### src/verilog/timer_pkg.sv
// Purpose: Shared constants for the buffered compare timer.
// Assumes: AXI4-Lite register access, 32-bit data, one word per register.
// Notes: Offsets are byte addresses; all fields sit in the low bits.

// ****************************************************************
// Register map and field layout
// ****************************************************************
package timer_pkg;

	localparam logic [7:0] CTRL_OFS = 8'h00;
	localparam logic [7:0] PERIOD_CMP_OFS = 8'h04;
	localparam logic [7:0] SECOND_CMP_OFS = 8'h08;
	localparam logic [7:0] OUT_CTRL_OFS = 8'h0C;
	localparam logic [7:0] EDGE_SEL_OFS = 8'h10;
	localparam logic [7:0] COUNT_OFS = 8'h14;
	localparam logic [7:0] INT_STATUS_OFS = 8'h18;
	localparam logic [7:0] INT_MASK_OFS = 8'h1C;
	localparam logic [7:0] PERIOD_BUF_OFS = 8'h20;
	localparam logic [7:0] SECOND_BUF_OFS = 8'h24;

	// Control register bit positions.
	localparam int RUN_BIT = 0;
	localparam int REWRITE_MODE_BIT = 1;
	localparam int PWM_MODE_BIT = 2;
	localparam int EVENT_COUNT_BIT = 3;
	localparam int ENCODER_MODE_BIT = 4;
	localparam int MATCH_CLEAR_LO_BIT = 5;
	localparam int MATCH_CLEAR_HI_BIT = 6;
	localparam int RELOAD_ENABLE_BIT = 7;
	localparam int ENC_CLEAR_ENABLE_BIT = 8;
	localparam int ENC_CLEAR_EDGE_LO_BIT = 9;
	localparam int ENC_CLEAR_EDGE_HI_BIT = 10;
	localparam logic [31:0] CTRL_MASK = 32'h0000_07FF;

	// Output control: enable at 2k, level/polarity at 2k+1.
	localparam logic [31:0] OUT_CTRL_MASK = 32'h0000_00FF;
	// Event edge field sits at bits 3:2; bits 1:0 and 7:4 read zero.
	localparam int EVENT_EDGE_LO_BIT = 2;
	localparam int EVENT_EDGE_HI_BIT = 3;
	localparam logic [31:0] EDGE_SEL_MASK = 32'h0000_000C;

	// Sticky status bits.
	localparam int ST_PERIOD_MATCH = 0;
	localparam int ST_SECOND_MATCH = 1;
	localparam int ST_UNDERFLOW = 2;
	localparam int ST_ENC_CLEAR = 3;
	localparam int STATUS_W = 4;

	localparam logic [31:0] CTRL_RESET = 32'h0000_0000;
	localparam logic [15:0] CMP_RESET = 16'h0000;
	localparam logic [31:0] OUT_CTRL_RESET = 32'h0000_0000;
	localparam logic [31:0] EDGE_SEL_RESET = 32'h0000_0000;
	localparam logic [15:0] COUNT_RESET = 16'h0000;
	localparam logic [15:0] COUNT_MAX = 16'hFFFF;

	localparam logic [1:0] RESP_OKAY = 2'b00;
	localparam logic [1:0] RESP_SLVERR = 2'b10;

	// Edge select codes shared by all three pin edge detectors.
	localparam logic [1:0] EDGE_NONE = 2'b00;
	localparam logic [1:0] EDGE_RISE = 2'b01;
	localparam logic [1:0] EDGE_FALL = 2'b10;
	localparam logic [1:0] EDGE_BOTH = 2'b11;

	// Byte-lane merge of a write into an existing word.
	function automatic logic [31:0] merge_bytes(input logic [31:0] old_val,
		input logic [31:0] new_val, input logic [3:0] strb);
		logic [31:0] res;
		res = old_val;
		for (int i = 0; i < 4; i++) begin
			if (strb[i]) begin
				res[i*8 +: 8] = new_val[i*8 +: 8];
			end
		end
		return res;
	endfunction : merge_bytes

endpackage : timer_pkg

### src/verilog/pin_edge_detect.sv
// Purpose: Synchronise a pin and report its selected edge as a pulse.
// Assumes: Pin is asynchronous to aclk.
// Notes: Pulse is one cycle wide, two flops after the pin changes.
`timescale 1ns/1ps

module pin_edge_detect (
	input wire logic aclk,
	input wire logic aresetn,
	input wire logic pin,
	input wire logic [1:0] edge_sel,
	output logic level,
	output logic edge_pulse
);

	logic meta_reg;
	logic sync_reg;
	logic prev_reg;
	logic rise;
	logic fall;

	// ****************************************************************
	// Two-flop synchroniser and edge selection
	// ****************************************************************
	always_ff @(posedge aclk) begin
		if (!aresetn) begin
			meta_reg <= 1'b0;
			sync_reg <= 1'b0;
			prev_reg <= 1'b0;
		end else begin
			meta_reg <= pin;
			sync_reg <= meta_reg;
			prev_reg <= sync_reg;
		end
	end

	assign rise = sync_reg & ~prev_reg;
	assign fall = ~sync_reg & prev_reg;
	assign level = sync_reg;
	assign edge_pulse = (edge_sel == timer_pkg::EDGE_RISE) ? rise :
		(edge_sel == timer_pkg::EDGE_FALL) ? fall :
		(edge_sel == timer_pkg::EDGE_BOTH) ? (rise | fall) : 1'b0;

endmodule : pin_edge_detect

### src/verilog/buffered_compare_timer.sv
// Purpose: 16-bit timer with batch-transferred compare buffers.
// Assumes: AXI4-Lite slave on aclk; pins are asynchronous.
// Notes: A write that collides with a transfer is software's fault.
//
// Design decisions made here: the placing of the registers and register access over AXI4-Lite.
`timescale 1ns/1ps

module buffered_compare_timer #(
	parameter int CNT_W = 16
) (
	input wire logic aclk,
	input wire logic aresetn,
	input wire logic [7:0] awaddr,
	input wire logic awvalid,
	output logic awready,
	input wire logic [31:0] wdata,
	input wire logic [3:0] wstrb,
	input wire logic wvalid,
	output logic wready,
	output logic [1:0] bresp,
	output logic bvalid,
	input wire logic bready,
	input wire logic [7:0] araddr,
	input wire logic arvalid,
	output logic arready,
	output logic [31:0] rdata,
	output logic [1:0] rresp,
	output logic rvalid,
	input wire logic rready,
	input wire logic event_count_input,
	input wire logic encoder_dir_input,
	input wire logic encoder_clear_input,
	output logic [3:0] timer_out,
	output logic irq
);

	// ****************************************************************
	// Declarations
	// ****************************************************************
	localparam int STATUS_W_L = timer_pkg::STATUS_W;

	logic awready_reg;
	logic wready_reg;
	logic aw_got_reg;
	logic w_got_reg;
	logic [7:0] awaddr_reg;
	logic [31:0] wdata_reg;
	logic [3:0] wstrb_reg;
	logic bvalid_reg;
	logic [1:0] bresp_reg;
	logic arready_reg;
	logic rvalid_reg;
	logic [1:0] rresp_reg;
	logic [31:0] rdata_reg;

	logic [31:0] ctrl_reg;
	logic [CNT_W-1:0] period_cmp_reg;
	logic [CNT_W-1:0] second_cmp_reg;
	logic [31:0] out_ctrl_reg;
	logic [31:0] edge_sel_reg;
	logic [STATUS_W_L-1:0] status_reg;
	logic [STATUS_W_L-1:0] mask_reg;
	logic [CNT_W-1:0] period_buf_reg;
	logic [CNT_W-1:0] second_buf_reg;
	logic armed_reg;
	logic [CNT_W-1:0] count_reg;
	logic [CNT_W-1:0] count_next;
	logic out0_toggle_reg;
	logic [3:0] timer_out_reg;
	logic irq_reg;

	// ****************************************************************
	// Bus write path
	// ****************************************************************
	wire aw_fire = awvalid & awready_reg;
	wire w_fire = wvalid & wready_reg;
	wire aw_have = aw_got_reg | aw_fire;
	wire w_have = w_got_reg | w_fire;
	wire do_write = aw_have & w_have & ~bvalid_reg;
	wire [7:0] wr_addr = aw_got_reg ? awaddr_reg : awaddr;
	wire [31:0] wr_data = w_got_reg ? wdata_reg : wdata;
	wire [3:0] wr_strb = w_got_reg ? wstrb_reg : wstrb;

	wire wr_ctrl = do_write & (wr_addr == timer_pkg::CTRL_OFS);
	wire wr_period = do_write & (wr_addr == timer_pkg::PERIOD_CMP_OFS);
	wire wr_second = do_write & (wr_addr == timer_pkg::SECOND_CMP_OFS);
	wire wr_out = do_write & (wr_addr == timer_pkg::OUT_CTRL_OFS);
	wire wr_edge = do_write & (wr_addr == timer_pkg::EDGE_SEL_OFS);
	wire wr_status = do_write & (wr_addr == timer_pkg::INT_STATUS_OFS);
	wire wr_mask = do_write & (wr_addr == timer_pkg::INT_MASK_OFS);
	wire wr_ro = (wr_addr == timer_pkg::COUNT_OFS) |
		(wr_addr == timer_pkg::PERIOD_BUF_OFS) |
		(wr_addr == timer_pkg::SECOND_BUF_OFS);
	wire wr_hit = wr_ctrl | wr_period | wr_second | wr_out | wr_edge |
		wr_status | wr_mask | (do_write & wr_ro);

	wire [31:0] period_wide = {{(32-CNT_W){1'b0}}, period_cmp_reg};
	wire [31:0] second_wide = {{(32-CNT_W){1'b0}}, second_cmp_reg};
	wire [31:0] period_merged = timer_pkg::merge_bytes(period_wide, wr_data,
		wr_strb);
	wire [31:0] second_merged = timer_pkg::merge_bytes(second_wide, wr_data,
		wr_strb);
	wire [31:0] w1c_bits = timer_pkg::merge_bytes(32'h0000_0000, wr_data,
		wr_strb);

	always_ff @(posedge aclk) begin
		if (!aresetn) begin
			awready_reg <= 1'b1;
			wready_reg <= 1'b1;
			aw_got_reg <= 1'b0;
			w_got_reg <= 1'b0;
			awaddr_reg <= 8'h00;
			wdata_reg <= 32'h0000_0000;
			wstrb_reg <= 4'h0;
			bvalid_reg <= 1'b0;
			bresp_reg <= timer_pkg::RESP_OKAY;
		end else begin
			if (aw_fire) begin
				awready_reg <= 1'b0;
				awaddr_reg <= awaddr;
			end
			if (w_fire) begin
				wready_reg <= 1'b0;
				wdata_reg <= wdata;
				wstrb_reg <= wstrb;
			end
			aw_got_reg <= aw_have & ~do_write;
			w_got_reg <= w_have & ~do_write;
			if (do_write) begin
				bvalid_reg <= 1'b1;
				bresp_reg <= wr_hit ? timer_pkg::RESP_OKAY :
					timer_pkg::RESP_SLVERR;
			end else if (bvalid_reg & bready) begin
				bvalid_reg <= 1'b0;
				awready_reg <= 1'b1;
				wready_reg <= 1'b1;
			end
		end
	end

	// ****************************************************************
	// Bus read path
	// ****************************************************************
	wire ar_fire = arvalid & arready_reg;
	wire [31:0] count_wide = {{(32-CNT_W){1'b0}}, count_reg};
	wire [31:0] status_wide = {{(32-STATUS_W_L){1'b0}}, status_reg};
	wire [31:0] mask_wide = {{(32-STATUS_W_L){1'b0}}, mask_reg};
	wire [31:0] pbuf_wide = {{(32-CNT_W){1'b0}}, period_buf_reg};
	wire [31:0] sbuf_wide = {{(32-CNT_W){1'b0}}, second_buf_reg};
	wire rd_hit = (araddr == timer_pkg::CTRL_OFS) |
		(araddr == timer_pkg::PERIOD_CMP_OFS) |
		(araddr == timer_pkg::SECOND_CMP_OFS) |
		(araddr == timer_pkg::OUT_CTRL_OFS) |
		(araddr == timer_pkg::EDGE_SEL_OFS) |
		(araddr == timer_pkg::COUNT_OFS) |
		(araddr == timer_pkg::INT_STATUS_OFS) |
		(araddr == timer_pkg::INT_MASK_OFS) |
		(araddr == timer_pkg::PERIOD_BUF_OFS) |
		(araddr == timer_pkg::SECOND_BUF_OFS);
	wire [31:0] rd_mux =
		(araddr == timer_pkg::CTRL_OFS) ? ctrl_reg :
		(araddr == timer_pkg::PERIOD_CMP_OFS) ? period_wide :
		(araddr == timer_pkg::SECOND_CMP_OFS) ? second_wide :
		(araddr == timer_pkg::OUT_CTRL_OFS) ? out_ctrl_reg :
		(araddr == timer_pkg::EDGE_SEL_OFS) ? edge_sel_reg :
		(araddr == timer_pkg::COUNT_OFS) ? count_wide :
		(araddr == timer_pkg::INT_STATUS_OFS) ? status_wide :
		(araddr == timer_pkg::INT_MASK_OFS) ? mask_wide :
		(araddr == timer_pkg::PERIOD_BUF_OFS) ? pbuf_wide :
		(araddr == timer_pkg::SECOND_BUF_OFS) ? sbuf_wide : 32'h0000_0000;

	always_ff @(posedge aclk) begin
		if (!aresetn) begin
			arready_reg <= 1'b1;
			rvalid_reg <= 1'b0;
			rresp_reg <= timer_pkg::RESP_OKAY;
			rdata_reg <= 32'h0000_0000;
		end else if (ar_fire) begin
			arready_reg <= 1'b0;
			rvalid_reg <= 1'b1;
			rdata_reg <= rd_mux;
			rresp_reg <= rd_hit ? timer_pkg::RESP_OKAY :
				timer_pkg::RESP_SLVERR;
		end else if (rvalid_reg & rready) begin
			rvalid_reg <= 1'b0;
			arready_reg <= 1'b1;
		end
	end

	// ****************************************************************
	// Pin inputs
	// ****************************************************************
	wire [1:0] event_edge = edge_sel_reg[timer_pkg::EVENT_EDGE_HI_BIT:
		timer_pkg::EVENT_EDGE_LO_BIT];
	wire [1:0] enc_edge = ctrl_reg[timer_pkg::ENC_CLEAR_EDGE_HI_BIT:
		timer_pkg::ENC_CLEAR_EDGE_LO_BIT];
	wire event_pulse;
	wire enc_clear_pulse;
	wire dir_level;

	pin_edge_detect event_det (
		.aclk(aclk),
		.aresetn(aresetn),
		.pin(event_count_input),
		.edge_sel(event_edge),
		.level(),
		.edge_pulse(event_pulse)
	);

	pin_edge_detect enc_clear_det (
		.aclk(aclk),
		.aresetn(aresetn),
		.pin(encoder_clear_input),
		.edge_sel(enc_edge),
		.level(),
		.edge_pulse(enc_clear_pulse)
	);

	pin_edge_detect dir_det (
		.aclk(aclk),
		.aresetn(aresetn),
		.pin(encoder_dir_input),
		.edge_sel(timer_pkg::EDGE_NONE),
		.level(dir_level),
		.edge_pulse()
	);

	// ****************************************************************
	// Counter and compare logic
	// ****************************************************************
	wire run = ctrl_reg[timer_pkg::RUN_BIT];
	wire anytime = ctrl_reg[timer_pkg::REWRITE_MODE_BIT];
	wire pwm = ctrl_reg[timer_pkg::PWM_MODE_BIT];
	wire ext_tick = ctrl_reg[timer_pkg::EVENT_COUNT_BIT];
	wire enc_mode = ctrl_reg[timer_pkg::ENCODER_MODE_BIT];
	wire clr_on0 = ctrl_reg[timer_pkg::MATCH_CLEAR_LO_BIT];
	wire clr_on1 = ctrl_reg[timer_pkg::MATCH_CLEAR_HI_BIT];
	wire reload_en = ctrl_reg[timer_pkg::RELOAD_ENABLE_BIT];
	wire enc_clr_en = ctrl_reg[timer_pkg::ENC_CLEAR_ENABLE_BIT];

	// External counting and encoder mode both step on the event edge.
	wire tick = run & ((ext_tick | enc_mode) ? event_pulse : 1'b1);
	wire down = enc_mode & dir_level;
	wire hit0 = tick & (count_reg == period_buf_reg);
	wire hit1 = tick & (count_reg == second_buf_reg);
	wire underflow = tick & down & (count_reg == '0);
	// Select 00 leaves both matches without effect on the count, except the PWM-mode period match.
	wire match_clear = (clr_on0 & hit0) | (clr_on1 & hit1);
	wire enc_clear = run & enc_clr_en & enc_clear_pulse;
	wire pwm_clear = pwm & hit0 & ~down;
	wire counter_clear = match_clear | enc_clear | pwm_clear;
	// PWM transfers on the clear, other modes on the period match.
	wire transfer_time = pwm ? counter_clear : hit0;
	wire do_transfer = run & ~anytime & armed_reg & transfer_time;
	// The period event shares the transfer cycle so software may rewrite.
	wire period_event = hit0 | do_transfer;

	always_comb begin
		count_next = count_reg;
		if (counter_clear) begin
			count_next = '0;
		end else if (underflow) begin
			count_next = reload_en ? period_cmp_reg : '1;
		end else if (tick & down) begin
			count_next = count_reg - 1'b1;
		end else if (tick) begin
			count_next = count_reg + 1'b1;
		end
	end

	always_ff @(posedge aclk) begin
		if (!aresetn) begin
			count_reg <= timer_pkg::COUNT_RESET;
		end else begin
			count_reg <= count_next;
		end
	end

	// ****************************************************************
	// Software registers and compare buffers
	// ****************************************************************
	always_ff @(posedge aclk) begin
		if (!aresetn) begin
			ctrl_reg <= timer_pkg::CTRL_RESET;
			period_cmp_reg <= timer_pkg::CMP_RESET;
			second_cmp_reg <= timer_pkg::CMP_RESET;
			out_ctrl_reg <= timer_pkg::OUT_CTRL_RESET;
			edge_sel_reg <= timer_pkg::EDGE_SEL_RESET;
			mask_reg <= '0;
		end else begin
			if (wr_ctrl) begin
				ctrl_reg <= timer_pkg::merge_bytes(ctrl_reg, wr_data,
					wr_strb) & timer_pkg::CTRL_MASK;
			end
			if (wr_period) begin
				period_cmp_reg <= period_merged[CNT_W-1:0];
			end
			if (wr_second) begin
				second_cmp_reg <= second_merged[CNT_W-1:0];
			end
			if (wr_out) begin
				out_ctrl_reg <= timer_pkg::merge_bytes(out_ctrl_reg, wr_data,
					wr_strb) & timer_pkg::OUT_CTRL_MASK;
			end
			if (wr_edge) begin
				edge_sel_reg <= timer_pkg::merge_bytes(edge_sel_reg, wr_data,
					wr_strb) & timer_pkg::EDGE_SEL_MASK;
			end
			if (wr_mask) begin
				mask_reg <= wr_data[STATUS_W_L-1:0];
			end
		end
	end

	// A second-compare write in the transfer cycle keeps the arm set.
	always_ff @(posedge aclk) begin
		if (!aresetn) begin
			period_buf_reg <= timer_pkg::CMP_RESET;
			second_buf_reg <= timer_pkg::CMP_RESET;
			armed_reg <= 1'b0;
		end else begin
			if (anytime) begin
				if (wr_period) begin
					period_buf_reg <= period_merged[CNT_W-1:0];
				end
				if (wr_second) begin
					second_buf_reg <= second_merged[CNT_W-1:0];
				end
			end else if (do_transfer) begin
				period_buf_reg <= period_cmp_reg;
				second_buf_reg <= second_cmp_reg;
			end
			armed_reg <= wr_second | (armed_reg & ~do_transfer);
		end
	end

	// ****************************************************************
	// Interrupt status
	// ****************************************************************
	wire [STATUS_W_L-1:0] events = {enc_clear, underflow, hit1, period_event};
	wire [STATUS_W_L-1:0] clr_bits = wr_status ? w1c_bits[STATUS_W_L-1:0] :
		'0;

	always_ff @(posedge aclk) begin
		if (!aresetn) begin
			status_reg <= '0;
			irq_reg <= 1'b0;
		end else begin
			status_reg <= events | (status_reg & ~clr_bits);
			irq_reg <= |((events | (status_reg & ~clr_bits)) & mask_reg);
		end
	end

	// ****************************************************************
	// Timer output pins
	// ****************************************************************
	// Outputs 1-3 share the second buffer as their duty threshold.
	wire width_active = count_reg < second_buf_reg;
	logic [3:0] out_next;

	always_comb begin
		out_next[0] = out_ctrl_reg[0] ? out0_toggle_reg :
			out_ctrl_reg[1];
		for (int k = 1; k < 4; k++) begin
			// A disabled output rests at its inactive level.
			out_next[k] = (out_ctrl_reg[2*k] & width_active) ^
				out_ctrl_reg[2*k+1];
		end
	end

	always_ff @(posedge aclk) begin
		if (!aresetn) begin
			out0_toggle_reg <= 1'b0;
			timer_out_reg <= 4'h0;
		end else begin
			if (!out_ctrl_reg[0]) begin
				out0_toggle_reg <= out_ctrl_reg[1];
			end else if (hit0) begin
				out0_toggle_reg <= ~out0_toggle_reg;
			end
			timer_out_reg <= out_next;
		end
	end

	assign awready = awready_reg;
	assign wready = wready_reg;
	assign bvalid = bvalid_reg;
	assign bresp = bresp_reg;
	assign arready = arready_reg;
	assign rvalid = rvalid_reg;
	assign rresp = rresp_reg;
	assign rdata = rdata_reg;
	assign timer_out = timer_out_reg;
	assign irq = irq_reg;

endmodule : buffered_compare_timer

### config.mk
export PLATFORM = sky130hd
export DESIGN_NAME = buffered_compare_timer
export DESIGN_NICKNAME = d
export VERILOG_FILES = /design/src/verilog/timer_pkg.sv /design/src/verilog/pin_edge_detect.sv /design/src/verilog/buffered_compare_timer.sv
export SDC_FILE = /design/constraint.sdc
export NUM_CORES = 1
export LEC_CHECK = 0
export BUFFER_PORTS_ARGS = -buffer_cell sky130_fd_sc_hd__buf_2
export CAP_MARGIN = 20
export CELL_PAD_IN_SITES_DETAIL_PLACEMENT = 1
export CELL_PAD_IN_SITES_GLOBAL_PLACEMENT = 1
export CORE_ASPECT_RATIO = 0.8
export CORE_MARGIN = 5
export CORE_UTILIZATION = 48
export DETAILED_ROUTE_END_ITERATION = 16
export HOLD_SLACK_MARGIN = 0.1
export PLACE_DENSITY = 0.95
export REMOVE_ABC_BUFFERS = 1
export SLEW_MARGIN = 10
export SYNTH_ARGS = -nofsm -noshare
export SYNTH_HDL_FRONTEND = slang
export SYNTH_SLANG_ARGS = --single-unit
### constraint.sdc
create_clock -name aclk -period 8.2 [get_ports aclk]
set_input_delay 1.64 -clock aclk [delete_from_list [all_inputs] [get_ports aclk]]
set_output_delay 1.64 -clock aclk [all_outputs]
set_load 0.02 [all_outputs]
==> impl_summary.log <==
[metrics] run status: complete, no violations
[metrics] Core Footprint: about 19000 sq um
[metrics] clock group share of total power: around 48%
[metrics] worst r2r path cells: 17
[metrics] net load switching power: around 0.51 mW
[metrics] ANT cells: 0
[metrics] Clock Latency Late Sink: 0.45 ns
[metrics] register-to-register setup slack: 3.41 ns
[metrics] share of the cycle needed by the critical path after routing: around three fifths
[metrics] kind of critical path: reg2reg
[metrics] number of buffers on the longest clock path: 2
[metrics] total of max-cap violations: 0
[metrics] number of sinks handled by clock tree synthesis: between 150 and 200
[metrics] Synth Area in Adders: under 10%
[metrics] worst min-delay path startpoint: dir_det.meta_reg
[metrics] dominant combinational cell family by area after synthesis: compound AO/OA/AOI/OAI gates
[metrics] CP arrival: 5.17 ns
[metrics] CP Launch Type: flip-flop
[metrics] Final Max Slew Viols: 0
[metrics] post-synthesis mux area share: approximately 4.4%
[metrics] number of hold buffers added after CTS: 0
[metrics] fraction of layout instances using a drive strength above 1: between 10% and 20%
[metrics] setup repair after global routing missed its margin: no
[metrics] fraction of power consumed by sequential logic: 44.0%
[metrics] FF+latch count, synth: 175
[metrics] leakage power: between 3 and 4 nW
[metrics] cts bufs inserted: 17
[metrics] power density over cell area: 195 nW/um^2
[metrics] worst hold margin: 0.440 ns
[metrics] root buffer selected by CTS: clkbuf_16
[metrics] transition time of the tightest slew-check pin: 1.16 ns
[metrics] floorplan die width: between 150 and 200 microns
[metrics] minimum clock period after layout: approximately 4.8 ns
[metrics] die area: 21900 sq um
[metrics] vias after detailed routing: roughly 9k
[metrics] post-synthesis share of cell area spent on and, or, nand and nor gates: 17.3%
[metrics] via count of the first global-routing pass: between 9k and 10k
[metrics] register clock-pin slew on the reported worst setup and hold paths: ~0.07 ns
[metrics] Peak Freq: 0.209 GHz
[metrics] count of input and output buffers: 71
[metrics] Die Ht: about 130 microns
[metrics] Layout Area Growth over Synthesis: 12.2%
[metrics] sequential cell area fraction in the yosys report: a little under two fifths
[metrics] launch instance of the worst register-to-register path: event_det.prev_reg
[metrics] pin count of the biggest net entering global routing: just over 100
[metrics] worst reg2reg endpoint: count_reg[15]
[metrics] Fin. Hold Viols: 0
[metrics] Overall Global Routing Usage: between 30 and 40%
[metrics] share of total power consumed by net switching: between 20 and 30%
[metrics] Final Cell Area: between 10000 and 15000 sq um
[metrics] first-pass GRT wire length: around 52 mm
[metrics] type of destination of the critical path: flip-flop
[metrics] remaining antenna violation count: 0
[metrics] Cells after Synth: 1088
[metrics] part of the total power dissipated in combinational logic: under 10%
[metrics] CP Data Required Time: ~8.6 ns
[metrics] Unique masters post-synth: 71
[metrics] netlist area before placement: approximately 9000 sq um
[metrics] final global-route overflow total: 0
[metrics] vias per cell: around 6.6
[metrics] HP Class: reg2reg
[metrics] number of levels the H-tree was split into: 4
[metrics] initial cell density of the core: 48.5%
[metrics] summed negative setup slack over all endpoints: 0 ns
[metrics] hold-critical path endpoint: dir_det.level
[metrics] DRT iter0 DRCs: between 1k and 1.5k
[metrics] peak ir drop on the vdd network: around 0.12 mV
[metrics] Routed WL: about 34 mm
[metrics] DP HPWL: roughly 21 mm
[metrics] Nets: ~1.2k
[metrics] DRT Pass-1 Iters: 5
[metrics] number of cells on the worst hold path: 1
[metrics] Syn Area/Cell: about 8.4 sq um
[metrics] row cnt: between 40 and 50
[metrics] Max FO, Critical Path: 24
[metrics] setup fix buffers added after clock tree synthesis: 0
[metrics] average routed wire per standard cell: between 20 and 25 microns
[metrics] IO Count: about 110
[metrics] internal power contribution: about 1.5 mW
[metrics] TritonCTS clock tree: built
[metrics] normalized max-slew margin: 22.7%
[metrics] number of enable flip-flop cells after synthesis: 0
[metrics] Post-Place Cell Area: 9560 sq um
[metrics] number of setup violations in the final report: 0
[metrics] post-detailed-route DRC marker count: 0
[metrics] ys async rst share: 0%
[metrics] area of combinational cells with multiple inputs: 5130 sq um
[metrics] post-route clock skew: around 0.012 ns
[metrics] count of filler cells inserted in the layout: approximately 2.2k
[metrics] FF/Latch Area: roughly 3500 sq um
[metrics] Main synth FF type: dfxtp_1
[metrics] area fraction in compound gates after synthesis: 26.0%
[metrics] # resized after CTS: 0
[metrics] total of warnings raised by yosys: 0
[metrics] xor/xnor share of the synthesized area: 2.68%
[metrics] antenna violations before repair: 0
[metrics] routability-driven placement congestion ratio: 0.908
## kinds of logic (layout without fill, tap and decap cells)
logic type,count (synthesis),after routing
adders and majority gates,35,35
other,1,18
DFF,175,175
muxes,39,39
and+or+nand+nor,335,335
buffers and inverters,125,158
AOI/OAI and AO/OA,350,350
xor gates and xnor gates,28,28
## worst max-delay path: stages, from the launching register on
cell and delay, ns:
dfxtp_1 0.34, inv_1 0.05, ha_1 0.29, nand2b_1 0.16, a31oi_1 0.45, o21ai_1 0.10, buf_4 0.25, nor2_1 0.49
buf_4 0.28, ha_1 0.22, o21ai_0 0.15, o211ai_1 0.28, nand2_1 0.18, a311oi_1 0.52, a21oi_1 0.17, mux2i_1 0.14
or4_1 0.46, a21oi_1 0.16
## power by group through the flow
stage	clock (mW)	sequential [mW]	combinational [mW]
2_1_floorplan	0	0.912	0.0776
3_3_place_gp	0	0.901	0.146
3_5_place_dp	0	0.903	0.152
4_1_cts	0.959	0.884	0.157
5_1_grt	0.999	0.886	0.172
6_report	0.962	0.884	0.162
## placed cells by master (no fill, tap or decap), types with 13 or more instances in the layout
cell type and count:
a31oi_1 19, a221oi_1 15, nor4_1 13, nand3_1 17, ha_1 34, conb_1 18, a211oi_1 56, nor2_1 101
o2111ai_1 33, o31ai_1 16, clkbuf_16 17, nand2_1 118, dfxtp_1 175, inv_1 40, mux2i_1 32, buf_2 71
o21ai_0 39, a21oi_1 91, xor2_1 19, nor3_1 15, buf_4 13, o21ai_1 17
## how the worst max path moves through the flow
stage,start,to,depth (start not counted)
floorplan,event_det.prev_reg,count_reg[15],15
global placement,event_det.prev_reg,count_reg[15],16
detailed placement,event_det.prev_reg,count_reg[15],16
CTS,event_det.prev_reg,count_reg[15],16
global route,event_det.prev_reg,count_reg[15],17
finish,event_det.prev_reg,count_reg[15],17
## metrics by stage
stage / total power [mW] / utilization [%] / setup slack [ns] / std cells
6_report: 2.01 / 54.5 / 3.41 / 1396
5_1_grt: 2.06 / 54.5 / 3.13 / 1396
4_1_cts: 2.00 / 54.3 / 3.20 / 1394
3_5_place_dp: 1.05 / 50.7 / 3.28 / 1362
3_3_place_gp: 1.05 / 50.7 / 3.42 / 1362
2_1_floorplan: 0.989 / - / 3.87 / 1021
## metal layers
layer / share of wire (%) / vias up / track usage, % / routed length, microns
li1: - / 4030 / - / -
met1: 41 / 4532 / 39.3 / 13800
met2: 46 / 502 / 48.5 / 15600
met3: 8.8 / 115 / 7.30 / 2960
met4: 3.8 / 0 / 11.5 / 1280
met5: 0 / - / 0 / 0
## Yosys cell counts (all sizes together) (19+ instances only)
| library cell | n | area share, % |
|---|---|---|
| a21oi | 91 | 5.0 |
| buf | 42 | 3.0 |
| o21ai | 58 | 3.3 |
| a211oi | 60 | 5.1 |
| dfxtp | 175 | 38 |
| clkbuf | 42 | 1.7 |
| nand2 | 118 | 4.8 |
| o2111ai | 33 | 3.2 |
| a31oi | 19 | 1.3 |
| ha | 34 | 4.6 |
| inv | 41 | 1.7 |
| xor2 | 19 | 1.8 |
| nor2 | 105 | 4.6 |
| mux2i | 32 | 3.5 |
## layout make-up
type | instances | area share [%]
multi-input cells | 805 | 50.0
inverters | 41 | 1.51
flip-flops and latches | 175 | 34.1
clock inverters | 14 | 2.44
repair buffers | 85 | 4.68
clock buffers | 18 | 4.18
well taps | 258 | 3.14
Note: power is estimated with default switching activity, not from simulation.
